### config.mk
export PLATFORM = sky130hd
export DESIGN_NAME = eic_spi_regs
export DESIGN_NICKNAME = d
export VERILOG_FILES = /design/src/eic_pkg.sv /design/src/eic_spi_regs.sv
export SDC_FILE = /design/constraint.sdc
export NUM_CORES = 1
export LEC_CHECK = 0
export BUFFER_PORTS_ARGS = -buffer_cell sky130_fd_sc_hd__buf_2
export CORE_UTILIZATION = 59
export DETAILED_ROUTE_END_ITERATION = 6
export PLACE_DENSITY = 0.83
export SLEW_MARGIN = 20
export SYNTH_ARGS = -nofsm -noshare
export SYNTH_HDL_FRONTEND = slang
export SYNTH_SLANG_ARGS = --single-unit
### constraint.sdc
create_clock -name clk_i -period 2.1 [get_ports clk_i]
set_input_delay 0.42 -clock clk_i [delete_from_list [all_inputs] [get_ports clk_i]]
set_output_delay 0.42 -clock clk_i [all_outputs]
set_load 0.005 [all_outputs]
### src/eic_pkg.sv
`default_nettype none
package eic_pkg;
   // frame layout
   localparam int FRAME_BITS = 16;
   localparam logic [4:0] FRAME_CNT = 5'h10;
   localparam int RW_POS = 15;
   localparam int ADDR_HI_POS = 14;
   localparam int ADDR_LO_POS = 13;
   localparam int DATA_BITS = 13;
   localparam logic RW_READ = 1'h0;
   localparam logic RW_WRITE = 1'h1;
   // register addresses
   localparam logic [1:0] REG_CMD = 2'h0;
   localparam logic [1:0] REG_DIAG = 2'h1;
   localparam logic [1:0] REG_STAT = 2'h2;
   // command register fields
   localparam int CMD_CHAN2_POS = 0;
   localparam int CMD_CHAN4_POS = 1;
   localparam int CMD_CHAN5_POS = 2;
   localparam int CMD_LOAD_LO_POS = 9;
   localparam int CMD_THRESH_LO_POS = 11;
   // sensor load: 75k, 4.5k, 2.2k, 1.2k ohm
   localparam logic [1:0] LOAD_75K = 2'h0;
   localparam logic [1:0] LOAD_4K5 = 2'h1;
   localparam logic [1:0] LOAD_2K2 = 2'h2;
   localparam logic [1:0] LOAD_1K2 = 2'h3;
   // sensor threshold: -50mV, -100mV, -500mV, -1V
   localparam logic [1:0] THR_50MV = 2'h0;
   localparam logic [1:0] THR_100MV = 2'h1;
   localparam logic [1:0] THR_500MV = 2'h2;
   localparam logic [1:0] THR_1V = 2'h3;
   // status register fields
   localparam int STAT_CHAN_LO_POS = 0;
   localparam int STAT_WD_EXP_POS = 11;
   localparam int STAT_WD_OFF_POS = 12;
   // reset values
   localparam logic [12:0] DIAG_RST = 13'h0000;
   localparam logic [12:0] STAT_RST = 13'h0000;
   localparam logic [15:0] CMD_RST = 16'h0000;

   typedef struct packed {
      logic [1:0] sensor_thresh_sel;
      logic [1:0] sensor_load_sel;
      logic chan5_on_ctl;
      logic chan4_on_ctl;
      logic chan2_on_ctl;
   } eic_cmd_s;

   typedef struct packed {
      logic rw;
      logic [1:0] addr;
   } eic_hdr_s;
endpackage : eic_pkg
`default_nettype wire

### src/eic_spi_regs.sv
// Notes on behaviour
// - top bit read/write, then two address bits
// - address 00 selects writable command register
// - address 01 selects read-only diagnosis register
// - address 10 selects read-only status register
// - all registers read zero after reset
// - command bits 0..2 switch channels 2,4,5
// - command bits 10:9 select sensor load
// - command bits 12:11 select sensor threshold
// - diagnosis open-load bits 0,5,8,10
// - diagnosis over-current bits 1,3,6,9,11
// - diagnosis over-temperature bits 2,4,7,12
// - status bits 0..4 show channel on states
// - status bit 11 shows watchdog expired
// - status bit 12 mirrors watchdog-off pin
// - frames not exactly sixteen bits discarded
// - reply comes during the following frame
// - invalid frame makes next reply diagnosis
// - before first clock, output shows any-diagnosis
`default_nettype none
module eic_spi_regs (
   // clock and reset
   input wire logic clk_i,
   input wire logic rst_i,
   // serial link pins
   input wire logic spi_clk_i,
   input wire logic spi_cs_n_i,
   input wire logic spi_din_i,
   output logic spi_dout_o,
   output logic spi_dout_oe_o,
   // detector and status inputs
   input wire logic [12:0] diag_det_i,
   input wire logic [4:0] chan_on_i,
   input wire logic wd_expired_i,
   input wire logic wd_off_pin_i,
   // command outputs
   output eic_pkg::eic_cmd_s cmd_o
);

   ////////////////////////////////////////////////////////////////////////
   // input synchronisers: {si, sclk, cs_n, diag, chan, wd_exp, wd_off}
   localparam int IN_W = 23;
   // reset matches idle pins (select high, clock low) so release makes no false edge
   localparam logic [22:0] SYNC_RST = 23'h100000;

   logic [IN_W-1:0] in_raw;
   logic [IN_W-1:0] sync1_q;
   logic [IN_W-1:0] sync2_q;
   logic cs_prev_q;
   logic sclk_prev_q;

   assign in_raw = {spi_din_i, spi_clk_i, spi_cs_n_i, diag_det_i, chan_on_i, wd_expired_i, wd_off_pin_i};

   always_ff @(posedge clk_i) begin
      if (rst_i) begin
         sync1_q <= SYNC_RST;
         sync2_q <= SYNC_RST;
         cs_prev_q <= 1'h1;
         sclk_prev_q <= 1'h0;
      end else begin
         sync1_q <= in_raw;
         sync2_q <= sync1_q;
         cs_prev_q <= sync2_q[20];
         sclk_prev_q <= sync2_q[21];
      end
   end

   logic si_s;
   logic sclk_s;
   logic cs_n_s;
   logic [12:0] det_s;
   logic [4:0] chan_s;
   logic wd_exp_s;
   logic wd_off_s;

   assign si_s = sync2_q[22];
   assign sclk_s = sync2_q[21];
   assign cs_n_s = sync2_q[20];
   assign det_s = sync2_q[19:7];
   assign chan_s = sync2_q[6:2];
   assign wd_exp_s = sync2_q[1];
   assign wd_off_s = sync2_q[0];

   logic cs_fall;
   logic cs_rise;
   logic sclk_rise;
   logic sclk_fall;

   assign cs_fall = cs_prev_q & ~cs_n_s;
   assign cs_rise = ~cs_prev_q & cs_n_s;
   // edges seen only while selected: link is ignored when deselected
   assign sclk_rise = ~cs_n_s & ~cs_prev_q & ~sclk_prev_q & sclk_s;
   assign sclk_fall = ~cs_n_s & ~cs_prev_q & sclk_prev_q & ~sclk_s;

   ////////////////////////////////////////////////////////////////////////
   // frame shift and count
   logic [15:0] rx_q;
   logic [4:0] cnt_q;
   logic [15:0] tx_q;
   logic so_q;
   logic oe_q;

   logic rx_rw;
   logic [1:0] rx_addr;
   logic len_ok;
   logic is_write_cmd;
   logic is_read_ok;
   logic frame_valid;
   logic do_write;
   logic do_read_diag;

   assign rx_rw = rx_q[eic_pkg::RW_POS];
   assign rx_addr = rx_q[eic_pkg::ADDR_HI_POS:eic_pkg::ADDR_LO_POS];
   assign len_ok = (cnt_q == eic_pkg::FRAME_CNT);
   // only the command register takes writes
   assign is_write_cmd = (rx_rw == eic_pkg::RW_WRITE) && (rx_addr == eic_pkg::REG_CMD);
   assign is_read_ok = (rx_rw == eic_pkg::RW_READ) && (rx_addr != 2'h3);
   assign frame_valid = is_write_cmd | is_read_ok;
   assign do_write = cs_rise & len_ok & is_write_cmd;
   assign do_read_diag = cs_rise & len_ok & is_read_ok & (rx_addr == eic_pkg::REG_DIAG);

   ////////////////////////////////////////////////////////////////////////
   // registers
   eic_pkg::eic_cmd_s cmd_q;
   logic [12:0] diag_q;
   logic [12:0] diag_d;
   logic [12:0] stat_q;
   logic [12:0] stat_d;
   eic_pkg::eic_hdr_s rep_q;
   eic_pkg::eic_hdr_s rep_d;
   eic_pkg::eic_cmd_s cmd_wr;
   logic [12:0] cmd_word;
   logic [12:0] sel_data;
   logic [15:0] reply_word;

   // undefined bits are never stored, so they read back zero
   assign cmd_wr = '{sensor_thresh_sel: rx_q[eic_pkg::CMD_THRESH_LO_POS +: 2],
                     sensor_load_sel: rx_q[eic_pkg::CMD_LOAD_LO_POS +: 2],
                     chan5_on_ctl: rx_q[eic_pkg::CMD_CHAN5_POS],
                     chan4_on_ctl: rx_q[eic_pkg::CMD_CHAN4_POS],
                     chan2_on_ctl: rx_q[eic_pkg::CMD_CHAN2_POS]};

   assign cmd_word = {cmd_q.sensor_thresh_sel, cmd_q.sensor_load_sel, 6'h00,
                      cmd_q.chan5_on_ctl, cmd_q.chan4_on_ctl, cmd_q.chan2_on_ctl};

   // detectors set bits in place; a diagnosis read clears only bits whose cause is gone,
   // and a detection in the clearing cycle wins
   assign diag_d = (do_read_diag ? eic_pkg::DIAG_RST : diag_q) | det_s;

   // one stage past the synchroniser: a change lands a clock after a select edge seen with it
   assign stat_d = {wd_off_s, wd_exp_s, 6'h00, chan_s};

   // short or long frames leave the pending reply alone
   assign rep_d = !(cs_rise && len_ok) ? rep_q :
                  frame_valid ? eic_pkg::eic_hdr_s'{rw: rx_rw, addr: rx_addr} :
                  eic_pkg::eic_hdr_s'{rw: eic_pkg::RW_READ, addr: eic_pkg::REG_DIAG};

   assign sel_data = (rep_q.addr == eic_pkg::REG_DIAG) ? diag_q :
                     (rep_q.addr == eic_pkg::REG_STAT) ? stat_q : cmd_word;
   assign reply_word = {rep_q.rw, rep_q.addr, sel_data};

   always_ff @(posedge clk_i) begin
      if (rst_i) begin
         cmd_q <= eic_pkg::eic_cmd_s'(7'(eic_pkg::CMD_RST));
         diag_q <= eic_pkg::DIAG_RST;
         stat_q <= eic_pkg::STAT_RST;
         rep_q <= '{rw: eic_pkg::RW_READ, addr: eic_pkg::REG_CMD};
      end else begin
         if (do_write) begin
            cmd_q <= cmd_wr;
         end
         diag_q <= diag_d;
         stat_q <= stat_d;
         rep_q <= rep_d;
      end
   end

   always_ff @(posedge clk_i) begin
      if (rst_i) begin
         rx_q <= 16'h0000;
         cnt_q <= 5'h00;
      end else if (cs_fall) begin
         cnt_q <= 5'h00;
      end else if (sclk_fall) begin
         rx_q <= {rx_q[14:0], si_s};
         // saturate so long frames never wrap back to sixteen
         if (cnt_q != 5'h1F) begin
            cnt_q <= cnt_q + 5'h01;
         end
      end
   end

   ////////////////////////////////////////////////////////////////////////
   // serial output: flag before first rise, then reply bits MSB first
   always_ff @(posedge clk_i) begin
      if (rst_i) begin
         tx_q <= 16'h0000;
         so_q <= 1'h0;
         oe_q <= 1'h0;
      end else if (cs_fall) begin
         tx_q <= reply_word;
         so_q <= |diag_q;
         oe_q <= 1'h1;
      end else if (cs_rise) begin
         so_q <= 1'h0;
         oe_q <= 1'h0;
      end else if (sclk_rise) begin
         so_q <= tx_q[15];
         tx_q <= {tx_q[14:0], 1'h0};
      end
   end

   assign spi_dout_o = so_q;
   assign spi_dout_oe_o = oe_q;
   assign cmd_o = cmd_q;

   logic rst_seen_q;
   always_ff @(posedge clk_i) begin
      rst_seen_q <= rst_i;
   end
endmodule : eic_spi_regs
`default_nettype wire

==> results of run 1 <==
## flip-flops by register name, indices dropped and copies added, names as in the netlist
name / count
sync2_q: 23
rep_q: 3
spi_dout_oe_o: 1
diag_q: 13
tx_q: 16
spi_dout_o: 1
stat_q: 7
cmd_o: 7
cs_prev_q: 1
rx_q: 16
cnt_q: 5
sclk_prev_q: 1
sync1_q: 23
## cells in the mapped netlist, drive strengths merged (4+ instances only)
| library cell | instances |
|---|---|
| buf | 19 |
| nor2 | 5 |
| mux2 | 6 |
| nand2 | 38 |
| a211oi | 7 |
| nand4bb | 6 |
| nor2b | 58 |
| nand3 | 10 |
| mux2i | 11 |
| clkbuf | 16 |
| inv | 22 |
| nand4 | 5 |
| nor3 | 13 |
| o31ai | 4 |
| ha | 6 |
| a31oi | 4 |
| a21oi | 41 |
| dfxtp | 117 |
| o21ai | 26 |
## worst reg2reg max path, delay by kind of cell, from the launching register on
family	cells	cell delay [ns]
adder cells (fa/ha/maj)	2	0.39
flip-flops	1	0.34
AND/OR/NAND/NOR	3	0.72
multiplexers	1	0.32
## repair_timing
item / CTS / global route
setup buffers: 0 / 0
gates resized for setup: 0 / 1
hold buffers: 0 / 0
setup endpoints to repair: 0 / 1
## layout make-up
cell class                 count  share of cell area [%]
multi-input combinational    283                    34.9
tap                           99                    2.38
timing repair buffer          47                    5.48
sequential                   117                    45.0
inverter                      22                    1.59
clock inverter                14                    2.45
clock buffer                  18                    8.21
## per-layer routing
layer,routed length [µm],global-route usage [%],up-vias
met5,0,0,-
met4,317,14.7,0
met3,472,7.09,37
met2,4480,41.5,115
met1,3880,30.4,1597
li1,-,-,1640
## how the worst max path moves through the flow
stage,slack (ns),from,to,depth (start not counted)
after floorplan,0.33,cnt_q[0],cnt_q[3],7
after global placement,0.28,cnt_q[0],cnt_q[3],6
after detailed placement,0.23,cnt_q[0],cnt_q[3],6
after CTS,0.22,cnt_q[0],cnt_q[3],6
after global routing,0.10,cnt_q[0],cnt_q[3],6
final,0.22,cnt_q[0],cnt_q[3],6
## where the power goes
part | switching (mW) | total (mW) | leakage, nW | internal, mW
registers | 0.0309 | 2.32 | 0.956 | 2.29
clock network | 1.05 | 2.65 | 0.264 | 1.60
logic | 0.101 | 0.188 | 0.757 | 0.0872
total | 1.18 | 5.16 | 1.98 | 3.98
## cells by family (layout without fill, tap and decap cells)
group	count (synthesis)	after routing	share of synthesized area [%]
buffers and inverters	57	101	6.30
DFF	117	117	52.9
adders and majority gates	6	6	1.69
and+or+nand+nor	158	158	21.1
AOI/OAI and AO/OA	100	100	13.7
muxes	17	17	4.01
xor gates and xnor gates	2	2	0.395
==> implementation parameters, run 1 <==
Parameter                              Value

Status
  Run status    finished, final reports clean

STA
  Final sum of negative setup slack    0 ns
  Achievable frequency    531 MHz
  Time the final worst path needs with I/O delays and setup    1.88 ns
  Least setup slack across all paths after layout    0.217 ns
  RSZ-0062 raised after global routing    false
  Slew margin rel.    a little over half
  Actual transition at the worst max-transition pin    0.696 ns
  Number of max-slew violations in the final report    0
  Final hold violation count    0
  Maximum clock skew at final layout    between 0.01 and 0.015 ns
  Setup violation total in the final timing report    0
  Tightest hold margin    0.0794 ns
  Ratio of final minimum period to clock period    89.7%

Critical path
  Worst Path Max Fanout    5
  Worst EP required    2.51 ns
  Cell with the most instances on the worst path    ha_1
  Cells along the critical path    ha_1 -> and3_1 -> ha_1 -> and4bb_1 -> nand4_1 -> mux2_1
  Number of cells on the worst reg-to-reg path    6
  Largest delay share family, worst path    simple AND/OR/NAND/NOR gates
  Endpoint kind of the worst setup timing path    flip-flop
  Worst reg2reg path startpoint    cnt_q[0]
  Count of buffer and inverter cells on the critical path    0
  Worst Setup Path Type    reg2reg
  CP Launch Type    flip-flop
  Standard cell with the maximum stage delay on the critical path    and4bb_1
  Data arrival, critical path    2.29 ns
  Highest cell delay on the worst timing path    0.40 ns
  Reg-to-reg critical path endpoint    cnt_q[3]
  Slack of the worst reg-to-reg path    0.22 ns

Layout
  Area of the multi-input gates    1820 µm²
  Post-Layout Inst Area    ~5200 µm²
  Leading cell type in the layout, fill and taps excluded    dfxtp_1
  Sequential standard cell area    ~2300 µm²
  Leading cell types in the layout, fill and taps excluded    dfxtp_1, nor2b_1, a21oi_1
  Utilization after layout    71.8%
  Area growth from synthesis to layout    17.6%
  Fill cell total of the finished layout    between 500 and 600
  Number of nets in the layout    519
  Non-filler instance count after layout    600
  Number of diodes added for antenna fixing    0
  Fraction of layout cells with a size suffix above 1    between 15 and 20%

Placed design
  DPL Wire Length    5.57 mm
  Number of placed cells counting well taps    568
  Post-DP Area    4650 µm²
  Routability Congestion    0.907
  Pre-CTS worst setup slack    0.228 ns
  Count of input and output buffers    33

Synthesis
  Library cells used by synthesis    50
  Syn Std Cell Area    4430 µm²
  Biggest area contributors in the synthesized netlist    dfxtp_1, nor2b_1, a21oi_1, nand2_1, o21ai_0
  Syn Area/Cell    9.69 µm²
  Count of mapped cells out of synthesis    457
  Dominant cell type by area after synthesis    dfxtp_1
  Count of state elements after synthesis    between 100 and 150
  Register area share after synthesis    52.9%
  Top flip-flop cell by instance count after synthesis    dfxtp_1
  Warning count from the yosys run    0
  Async set-reset flop share out of synthesis    0%
  Area share of the largest cell type after synthesis    about 53%
  Net count after synthesis    488
  Number of enable flip-flop cells after synthesis    0

Die
  Floorplan die height    88.7 µm
  Initial standard-cell utilization of the core    61.1%
  Io pins    34
  Core outline area    7250 µm²
  Die span in x    88.7 µm
  Standard-cell row count    31
  DIE AREA    about 7900 µm²

Min path
  Startpoint of the lowest-slack hold path    spi_cs_n_i
  Hold EP    sync1_q[20]
  Class of the most critical hold timing path    in2reg
  Hold Path Stages    2

Global route
  Via count of the first global-routing pass    3,214
  Global-route wire length before repair    15.0 mm
  Residual overflow from global routing    0
  Pin count of the biggest net entering global routing    66
  Global-route total usage across every layer    25.5%
  Initial antenna violation count    0

Power
  VDD IR max    about 0.00071 V
  Cell leakage power    approximately 2 nW
  Final total power    5.16 mW
  Power density over cell area    slightly below 1000 nW/µm²

Flow run
  Number of maximum-capacitance violations    0

Detailed routing
  Vias    3,389
  Detailed-router iteration count before antenna repair    5
  Post-detailed-route count of antenna-violating nets    0
  Total wire length    9.15 mm
  Drt wl/cell    15.2 µm
  Number of remaining DRC errors    0
  Vias per inst    5.65
  Iteration-0 DRC count of the detailed router    291

Clock network
  H-tree levels    4
  TritonCTS clock tree    yes
  Number of buffers added by the clock tree synthesis step    17
  Library cell used as clock root buffer    clkbuf_8
  Worst-path clk slew    roughly 0.060 ns
  Insertion delay to the later sink of the worst-skew pair    0.52 ns
  Count of clock tree sinks    ~120
  Clock tree buffer depth    2
Note: power is estimated with default switching activity, not from simulation.
==> run 2, diff against run 1 <==
--- a/config.mk
+++ b/config.mk
@@ -8,6 +8,7 @@
 export BUFFER_PORTS_ARGS = -buffer_cell sky130_fd_sc_hd__buf_2
 export CORE_UTILIZATION = 59
 export DETAILED_ROUTE_END_ITERATION = 6
+export GPL_TIMING_DRIVEN = 0
 export PLACE_DENSITY = 0.83
 export SLEW_MARGIN = 20
 export SYNTH_ARGS = -nofsm -noshare
==> implementation parameters, run 2 (synthesized netlist as in run 1, its figures left out) <==
Parameter                              Value

Layout
  Number of diodes added for antenna fixing    0 (unchanged)
  Fraction of layout cells with a size suffix above 1    18.4% (+0.028 points)
  Leading cell types in the layout, fill and taps excluded    dfxtp_1, nor2b_1, buf_2
  Largest regs    sync1_q x23, sync2_q x23
  Fill cell total of the finished layout    514 (-1.2%)
  Number of nets in the layout    540 (+4.0%)
  Leading cell type in the layout, fill and taps excluded    dfxtp_1
  Area growth from synthesis to layout    19.7%

Detailed routing
  Post-detailed-route count of antenna-violating nets    0 (unchanged)
  Total wire length    10.2 mm (+12%)
  Drt wl/cell    16.4 µm (+7.9%)
  Number of remaining DRC errors    0 (unchanged)
  Detailed-router iteration count before antenna repair    6 (+1)
  Iteration-0 DRC count of the detailed router    274 (-5.8%)
  Vias    3,540 (+4.5%)
  Vias per inst    5.70 (+0.92%)

Clock network
  Clock tree buffer depth    2 (unchanged)
  Count of clock tree sinks    117 (unchanged)
  Library cell used as clock root buffer    clkbuf_8
  # Post-CTS Setup Buffers    0 (unchanged)
  Insertion delay to the later sink of the worst-skew pair    0.52 ns (about the same)
  TritonCTS clock tree    yes
  H-tree levels    4 (unchanged)
  Worst-path clk slew    0.06 ns (about the same)
  Quantity of hold-fixing buffers added after cts    0 (unchanged)
  Count of cells resized by post-cts repair    0 (unchanged)
  Number of buffers added by the clock tree synthesis step    17 (unchanged)

Power
  Final total power    5.33 mW (+3.3%)
  Switching power as a share of total power    23.1% (+0.30 points)
  Power spent charging and discharging nets    1.23 mW (+4.7%)
  Cell leakage power    2.04 nW (+3.4%)
  VDD IR max    0.000689 V (-2.9%)
  Power density over cell area    1000 nW/µm² (+1.5%)
  Clock network power share    52.7% (+1.4 points)
  Combinational group share of total power    3.8% (+0.2 points)
  Int Pwr    4.10 mW (+2.9%)
  Sequential Power Share    43.6% (-1.4 points)

Die
  Standard-cell row count    31 (unchanged)
  DIE AREA    7860 µm² (unchanged)
  Floorplan die height    88.7 µm (unchanged)
  Io pins    34 (unchanged)
  Die span in x    88.7 µm (unchanged)
  Core outline area    7250 µm² (unchanged)
  Initial standard-cell utilization of the core    61.1% (unchanged)

Critical path
  CP Launch Type    flip-flop
  Worst Setup Path Type    reg2reg
  Worst EP required    2.50 ns (about the same)
  Worst Path Max Fanout    5 (unchanged)
  Data arrival, critical path    2.31 ns (+0.02 ns)
  Endpoint kind of the worst setup timing path    flip-flop

Flow run
  Number of maximum-capacitance violations    0 (unchanged)

Status
  Run status    finished, final reports clean

STA
  RSZ-0062 raised after global routing    false
  Final sum of negative setup slack    0 ns (unchanged)
  Final hold violation count    0 (unchanged)
  Achievable frequency    523 MHz (-1.5%)
  Setup violation total in the final timing report    0 (unchanged)
  Number of max-slew violations in the final report    0 (unchanged)
  Actual transition at the worst max-transition pin    0.612 ns (-0.0833 ns)
  Maximum clock skew at final layout    0.00748 ns (-0.00721 ns)
  Time the final worst path needs with I/O delays and setup    1.91 ns (+0.0282 ns)
  Ratio of final minimum period to clock period    91.0% (+1.3 points)
  Slew margin rel.    59.2% (+5.6 points)

Global route
  Initial antenna violation count    0 (unchanged)
  Global-route total usage across every layer    29.1% (+3.6 points)
  Global-route wire length before repair    16.7 mm (+11%)
  Pin count of the biggest net entering global routing    17 (-74%)
  Residual overflow from global routing    0 (unchanged)
  Via count of the first global-routing pass    3,355 (+4.4%)

Placed design
  Count of input and output buffers    33 (unchanged)
  Routability Congestion    0.920 (+1.4%)
  DPL Wire Length    6.60 mm (+18%)

Min path
  Class of the most critical hold timing path    in2reg
-- run 2: changes by cell type in the layout (fill, tap and decap cells not counted), sizes merged --
cell      delta
clkbuf      +15
buf          +5
clkinvlp     -3
inv          +3
bufinv       +1
-- run 2: area by class of cell --
| cell class | count | area [µm²] | share of cell area [%] |
|---|---|---|---|
| clock buffers | 17 | 414 | 7.81 |
| multi-input cells | 283 | 1810 | 34.1 |
| clock inverters | 15 | 170 | 3.21 |
| flip-flops and latches | 117 | 2340 | 44.2 |
| repair buffers | 33 | 165 | 3.11 |
| inverters | 22 | 82.6 | 1.56 |
| well taps | 99 | 124 | 2.34 |
| plain buffers | 35 | 196 | 3.70 |
-- run 2: critical path, cell delays in order (launching register included) --
cell	delay [ns]
dfxtp_1	0.35
ha_1	0.23
and3_1	0.19
ha_1	0.17
and4bb_1	0.25
buf_2	0.18
nand4_1	0.12
mux2_1	0.32
-- run 2: metrics by stage --
stage	utilization (%)	std cells	hold slack (ns)	cell area [µm²]	setup WS, ns
after floorplan	-	457	0.389	4430	0.329
after global placement	65.1	589	0.396	4720	0.220
after detailed placement	65.1	589	0.396	4720	0.194
after CTS	73.1	621	0.0761	5300	0.181
after global routing	73.1	621	0.0803	5300	0.0772
final	73.1	621	0.0883	5300	0.189
-- run 2: path summary, 6_finish.rpt --
check	cells past startpoint	to	startpoint	slack [ns]
setup reg to reg	7	cnt_q[3]	cnt_q[0]	0.19
setup / recovery	7	cnt_q[3]	cnt_q[0]	0.19
hold / removal	2	sync1_q[20]	spi_cs_n_i	0.09
hold reg to reg	1	sync2_q[20]	sync1_q[20]	0.41
-- run 2: power groups by stage --
stage                     clock network (mW)  registers [mW]  logic [mW]
final                                   2.81            2.32       0.200
after global routing                    2.95            2.33       0.222
after CTS                               2.82            2.32       0.199
after detailed placement                   0            2.37       0.195
after global placement                     0            2.37       0.189
after floorplan                            0            2.36       0.136
-- run 2: layer usage --
metal  wire length, µm  GRT usage [%]
met1              4320           36.7
met5                 0              0
met2              4790           45.1
met4               434           15.8
met3               663           8.49
==> run 3, diff against run 2 <==
--- a/config.mk
+++ b/config.mk
@@ -9,7 +9,7 @@
 export CORE_UTILIZATION = 59
 export DETAILED_ROUTE_END_ITERATION = 6
 export GPL_TIMING_DRIVEN = 0
-export PLACE_DENSITY = 0.83
+export PLACE_DENSITY = 0.79
 export SLEW_MARGIN = 20
 export SYNTH_ARGS = -nofsm -noshare
 export SYNTH_HDL_FRONTEND = slang
==> implementation parameters, run 3 (synthesized netlist as in run 1, its figures left out) <==
Parameter                              Value

Status
  Run status    finished, final reports clean

Min path
  Startpoint of the lowest-slack hold path    spi_cs_n_i
  Hold EP    sync1_q[20]
  Class of the most critical hold timing path    in2reg
  Hold Path Stages    2 (unchanged)

Critical path
  Largest delay share family, worst path    simple AND/OR/NAND/NOR gates
  Endpoint kind of the worst setup timing path    flip-flop
  Slack of the worst reg-to-reg path    0.15 ns (-0.04 ns)
  Worst EP required    2.49 ns (about the same)
  Worst reg2reg path startpoint    cnt_q[0]
  Count of buffer and inverter cells on the critical path    1 (unchanged)
  Standard cell with the maximum stage delay on the critical path    dfxtp_1
  Reg-to-reg critical path endpoint    cnt_q[3]
  Worst Setup Path Type    reg2reg
  Data arrival, critical path    2.35 ns (+0.04 ns)
  Worst Path Max Fanout    5 (unchanged)
  Cells along the critical path    ha_1 -> and3_1 -> ha_1 -> and4bb_1 -> buf_2 -> nand4_1 -> mux2_1
  Highest cell delay on the worst timing path    0.34 ns (about the same)
  Cell with the most instances on the worst path    ha_1
  Number of cells on the worst reg-to-reg path    7 (unchanged)
  CP Launch Type    flip-flop

Detailed routing
  Drt wl/cell    16.1 µm (-2.1%)
  Post-detailed-route count of antenna-violating nets    0 (unchanged)
  Iteration-0 DRC count of the detailed router    267 (-2.6%)
  Number of remaining DRC errors    0 (unchanged)
  Vias per inst    5.63 (-1.3%)
  Vias    3,494 (-1.3%)
  Total wire length    10.0 mm (-2.1%)
  Detailed-router iteration count before antenna repair    5 (-1)

STA
  Final sum of negative setup slack    0 ns (unchanged)
  Actual transition at the worst max-transition pin    0.573 ns (-0.0395 ns)
  Time the final worst path needs with I/O delays and setup    1.95 ns (+0.0409 ns)
  Maximum clock skew at final layout    0.00595 ns (-0.00154 ns)
  Number of max-slew violations in the final report    0 (unchanged)
  RSZ-0062 raised after global routing    false
  Setup violation total in the final timing report    0 (unchanged)
  Ratio of final minimum period to clock period    93.0% (+1.9 points)
  Least setup slack across all paths after layout    0.148 ns (-0.0409 ns)
  Slew margin rel.    61.8% (+2.6 points)
  Achievable frequency    512 MHz (-2.1%)
  Final hold violation count    0 (unchanged)

Power
  Switching power as a share of total power    23.8% (+0.67 points)
  Power spent charging and discharging nets    1.28 mW (+4.3%)
  VDD IR max    0.000684 V (-0.74%)
  Combinational group share of total power    3.7% (about the same)
  Final total power    5.40 mW (+1.4%)
  Cell leakage power    2.05 nW (+0.18%)
  Int Pwr    4.12 mW (+0.53%)
  Power density over cell area    1020 nW/µm² (+1.2%)
  Clock network power share    53.3% (+0.6 points)
  Sequential Power Share    43.0% (-0.6 points)

Placed design
  Count of input and output buffers    33 (unchanged)
  Pre-CTS worst setup slack    0.177 ns (-0.0176 ns)
  Number of placed cells counting well taps    589 (unchanged)
  Routability Congestion    0.900 (-2.2%)
  DPL Wire Length    6.63 mm (+0.50%)

Die
  Io pins    34 (unchanged)
  Floorplan die height    88.7 µm (unchanged)
  Core outline area    7250 µm² (unchanged)
  Initial standard-cell utilization of the core    61.1% (unchanged)
  Standard-cell row count    31 (unchanged)
  DIE AREA    7860 µm² (unchanged)
  Die span in x    88.7 µm (unchanged)

Clock network
  Worst-path clk slew    0.06 ns (about the same)
  # Post-CTS Setup Buffers    0 (unchanged)
  Count of clock tree sinks    117 (unchanged)
  Library cell used as clock root buffer    clkbuf_8
  Clock tree buffer depth    2 (unchanged)
  TritonCTS clock tree    yes
  Count of cells resized by post-cts repair    0 (unchanged)
  Insertion delay to the later sink of the worst-skew pair    0.52 ns (about the same)
  Number of buffers added by the clock tree synthesis step    17 (unchanged)
  H-tree levels    4 (unchanged)
  Quantity of hold-fixing buffers added after cts    0 (unchanged)

Global route
  Residual overflow from global routing    0 (unchanged)
  Global-route total usage across every layer    27.7% (-1.4 points)
  Initial antenna violation count    0 (unchanged)
  Pin count of the biggest net entering global routing    17 (unchanged)
  Global-route wire length before repair    16.0 mm (-4.2%)
  Via count of the first global-routing pass    3,272 (-2.5%)

Layout
  Area growth from synthesis to layout    19.9%
  Area of the multi-input gates    1810 µm² (unchanged)
  Leading cell types in the layout, fill and taps excluded    dfxtp_1, nor2b_1, buf_2
  Number of nets in the layout    540 (unchanged)
  Leading cell type in the layout, fill and taps excluded    dfxtp_1
  Non-filler instance count after layout    621 (unchanged)
  Number of diodes added for antenna fixing    0 (unchanged)
  Fraction of layout cells with a size suffix above 1    18.4% (unchanged)
  Fill cell total of the finished layout    515 (+0.19%)
  Largest regs    sync1_q x23, sync2_q x23
  Sequential standard cell area    2340 µm² (unchanged)

Flow run
  Number of maximum-capacitance violations    0 (unchanged)
==> run 3: cell types whose count changed in the layout (fill, tap and decap cells not counted), sizes merged <==
| cell | delta |
|---|---|
| inv | +4 |
| clkinv | -4 |
==> run 3: worst register-to-register path: stages (launching register included) <==
cell,delay (ns)
dfxtp_1,0.34
ha_1,0.23
and3_1,0.19
ha_1,0.17
and4bb_1,0.25
buf_2,0.18
nand4_1,0.13
mux2_1,0.34
==> run 3: cell type report <==
type                       count  share of cell area, %
buffer                        35                   3.70
clock buffer                  17                   7.79
clock inverter                15                   3.39
inverter                      22                   1.55
multi-input combinational    283                   34.0
sequential                   117                   44.1
tap                           99                   2.33
timing repair buffer          33                   3.11
==> run 3: stage by stage <==
| stage | util, % | cell area (µm²) | hold slack (ns) |
|---|---|---|---|
| global route | 73.3 | 5310 | 0.0950 |
| finish | 73.3 | 5310 | 0.0828 |
| CTS | 73.3 | 5310 | 0.0745 |
| global placement | 65.1 | 4720 | 0.396 |
| floorplan | - | 4430 | 0.389 |
| detailed placement | 65.1 | 4720 | 0.405 |
==> run 3: worst max-delay path by stage <==
stage / depth (start not counted) / startpoint / slack (ns) / to
floorplan: 7 / cnt_q[0] / 0.33 / cnt_q[3]
global placement: 7 / cnt_q[0] / 0.22 / cnt_q[3]
detailed placement: 7 / cnt_q[0] / 0.18 / cnt_q[3]
CTS: 7 / cnt_q[0] / 0.15 / cnt_q[3]
global route: 7 / cnt_q[0] / 0.06 / cnt_q[3]
finish: 7 / cnt_q[0] / 0.15 / cnt_q[3]
==> run 3: metal layers <==
layer	global-route usage [%]	wire length [µm]	part of all wire (%)
met1	33.5	4260	43
met2	45.5	4780	48
met3	7.84	643	6.4
met4	13.8	315	3.2
met5	0	0	0
==> run 3: power groups by stage <==
stage                     sequential [mW]  combinational, mW  clock (mW)
after floorplan                      2.36              0.136           0
after global placement               2.37              0.189           0
after detailed placement             2.37              0.194           0
after CTS                            2.32              0.199        2.91
after global routing                 2.33              0.222        3.01
final                                2.32              0.200        2.88
